===== config.mk =====
export PLATFORM = sky130hd
export DESIGN_NAME = cmcrc_crc_step
export DESIGN_NICKNAME = d
export VERILOG_FILES = /design/src/logic/cmcrc_crc_step.sv
export SDC_FILE = /design/constraint.sdc
export NUM_CORES = 1
export LEC_CHECK = 0
export ABC_AREA = 1
export BUFFER_PORTS_ARGS = -buffer_cell sky130_fd_sc_hd__buf_2
export CORE_MARGIN = 2
export CORE_UTILIZATION = 35
export DETAILED_ROUTE_END_ITERATION = 8
export PLACE_DENSITY_LB_ADDON = 0.15
export SLEW_MARGIN = 25
export SYNTH_ARGS = -nofsm -noshare
export SYNTH_HDL_FRONTEND = slang
export SYNTH_SLANG_ARGS = --single-unit
export TNS_END_PERCENT = 100

===== constraint.sdc =====
create_clock -name vclk -period 1.9
set_input_delay 0.38 -clock vclk [all_inputs]
set_output_delay 0.38 -clock vclk [all_outputs]
set_load 0.01 [all_outputs]

===== src/logic/cmcrc_crc_step.sv =====
// Purpose: one-bit serial crc step, width parameterised, polynomial from an input
// Assumes: msb-first shift, no reflection
// Notes: pure combinational, shared by frame and user-mode checkers
`timescale 1ns/1ps
module cmcrc_crc_step #(
    parameter int W = 32
) (
    input wire logic [W-1:0] crc_in,
    input wire logic [W-1:0] poly,
    input wire logic bit_in,
    output logic [W-1:0] crc_out
);
    // ------------------------------------------------------------
    // feedback step
    // ------------------------------------------------------------
    logic fb; // feedback bit
    always_comb begin
        fb = crc_in[W-1] ^ bit_in;
        crc_out = {crc_in[W-2:0], 1'b0} ^ (fb ? poly : '0);
    end
endmodule // cmcrc_crc_step


### Yosys cells after proc, flatten, opt, wreduce, memory -nomap -nowiden

Index checks and enable logic that the tools add are counted.

* register bits: 0
* input bits: 65
* word-level logic and storage cells: 3

* muxes and demuxes: 1
* bitwise gates (word level): 2

Operators with widths (count)
* 32-bit two-way mux: 1
* 32-bit bitwise XOR: 1
* 1-bit bitwise XOR: 1

### Depth between registers and ports, before layout

* word-level depth: 3
* mapped depth: 6
* gate-level depth less buffers: 5

### Worst setup path after synthesis

No wires, ideal clock.

* kind: input port to output port
* start point: input crc_in[31]
* end point: output crc_out[10]
* data arrival time: 0.880 ns
* slack: 0.640 ns
* cell stages on the path: 4
* path buffers: 1
* cells stage by stage: nand2_2 buf_4 nand4_1 nand2_1

* word-level cells in the longest chain between the ends: 3

Ends and longest elaborated chain
* from (decl): line 8 `input wire logic [W-1:0] crc_in,`
* 1-bit bitwise XOR: line 18 `fb = crc_in[W-1] ^ bit_in;`
* 32-bit two-way mux: line 19 `crc_out = {crc_in[W-2:0], 1'b0} ^ (fb ? poly : '0);`
* 32-bit bitwise XOR: line 19
* to (decl): line 11 `output logic [W-1:0] crc_out`

No other way between the ends.

### Worst setup path in the final report

* start point: input crc_in[31]
* end point: output crc_out[25]

Same word-level chain as after synthesis.

==> metrics.txt <==
final net count 328; Final Hold Fails 0; initial antenna violation count 0; crit path max fanout 17; via count 1,365; number of global-route vias before repair 1,078; post-CTS sizing 0; worst vdd ir 0.149 mV; CTS Hold Bufs 0; synthesized cell area 861 um2; total congestion overflow 0; fmax 597 MHz; Layout area overhead 53.1%; Leak 0.944 nW; Die Y 53.6 um; Synthesized Nets 237; core area 2280 um2; initial drt markers 11; drt pass-1 iters 4; Horiz. Die Dim 53.6 um; share of layout cells above drive strength 1 0.398; most frequent cell after synthesis nand2_1; Crit. Startpoint crc_in[31]; CP required 1520 ps; top cells by area, synth nand2_1 27%, nand4_1 23%, nand3_1 18%, inv_1 14%, buf_6 7.8%; max cap viols 0; Hold Startpoint crc_in[11]; Final min period 1670 ps; critical path arrival 1290 ps; Post-Route Setup TNS 0 ps; FILL cells 273; status complete, no violations; # rows 17; # port buffers 97; area leader, netlist nand2_1; period utilisation layout 0.881; GRT Total Usage 0.167; PD cells 249 nW/um2; I/O pin count 97; cell count after synthesis 172; DR DRC count 0; Synth Warn # 0; Setup-failing EPs final 0; first-pass GRT wire length 3.92 mm; setup repair after global routing missed its margin no; Hold WS 1050 ps; Tightest Hold Check Type in2out; Slew @ Worst Pin 236 ps; antenna diode count 0; Seq cells 0; area occupied by multi-input gates 606 um2; sequential area share after synthesis 0; Via density 4.72; top cells by count, synth 62 x nand2_1, 32 x inv_1, 31 x nand3_1, 31 x nand4_1, 6 x buf_6; WL final 2.53 mm; Mean Syn Cell Area 5.00 um2; endpoint class of the critical path output pin; Setup CP Type in2out; final slew viol count 0; WL/cell 8.74 um; Unique masters post-synth 11; largest net degree at the start of global routing 37; Reg area 0 um2; Post-CTS Setup Inserts 0; DP HPWL 2.07 mm; die area 2870 um2; ANT nets after route 0; Worst slew margin 0.842; clkbuf count 0; gpl congestion 0.717; initial core utilization 0.378; Synth top area share 0.270; CP Launch Type primary input
kinds of logic (layout without fill, tap and decap cells):
| family | after synthesis | after routing | synth area share |
|---|---|---|---|
| buf+inv | 45 | 134 | 0.297 |
| simple gates | 127 | 127 | 0.703 |
metal layers:
metal / routed length [um] / global-route usage / up-vias
li1: - / - / 746
met1: 1090 / 0.195 / 563
met2: 1170 / 0.327 / 56
met3: 266 / 0.0250 / 0
met4: 0 / 0.0128 / 0
met5: 0 / 0 / -
path summary, 6_finish.rpt:
| check | cells after the start | slack [ps] | endpoint |
|---|---|---|---|
| worst min-delay path | 4 | 1050 | crc_out[12] |
| worst max-delay path | 7 | 230 | crc_out[25] |
through the flow:
stage | setup slack [ps] | power (W) | area (um2) | util | cells
6_report | 225 | 0.000328 | 1320 | 0.579 | 289
5_1_grt | 128 | 0.000374 | 1320 | 0.579 | 289
4_1_cts | 232 | 0.000331 | 1320 | 0.579 | 289
3_5_place_dp | 238 | 0.000330 | 1320 | 0.579 | 289
3_3_place_gp | 257 | 0.000328 | 1320 | 0.579 | 289
2_1_floorplan | 640 | 0.000187 | 861 | - | 172
layout make-up:
| class | count | area share |
|---|---|---|
| Inverter | 33 | 0.0940 |
| Multi-Input combinational cell | 127 | 0.460 |
| Tap cell | 28 | 0.0266 |
| Timing Repair Buffer | 101 | 0.420 |
worst max-delay path: stages:
cell and delay [ps]:
buf_2 110, nand2_2 200, buf_4 250, nand3_1 100
nand2_1 70, nand2_1 40, buf_2 130
where the power goes:
part | internal (W) | switching (W) | leakage [nW] | total, W
clock network | 0 | 0 | 0 | 0
logic | 0.000154 | 0.000174 | 0.944 | 0.000328
registers | 0 | 0 | 0 | 0
total | 0.000154 | 0.000174 | 0.944 | 0.000328
cell usage in the layout, fill, tap and decap left out:
master and instances:
buf_2 97, nand2_1 62, inv_1 32, nand3_1 31, nand4_1 31, buf_12 3, inv_2 1, nand2_4 1
nand2_2 1, and3_1 1, buf_4 1
(Power assumes the default switching activity.)
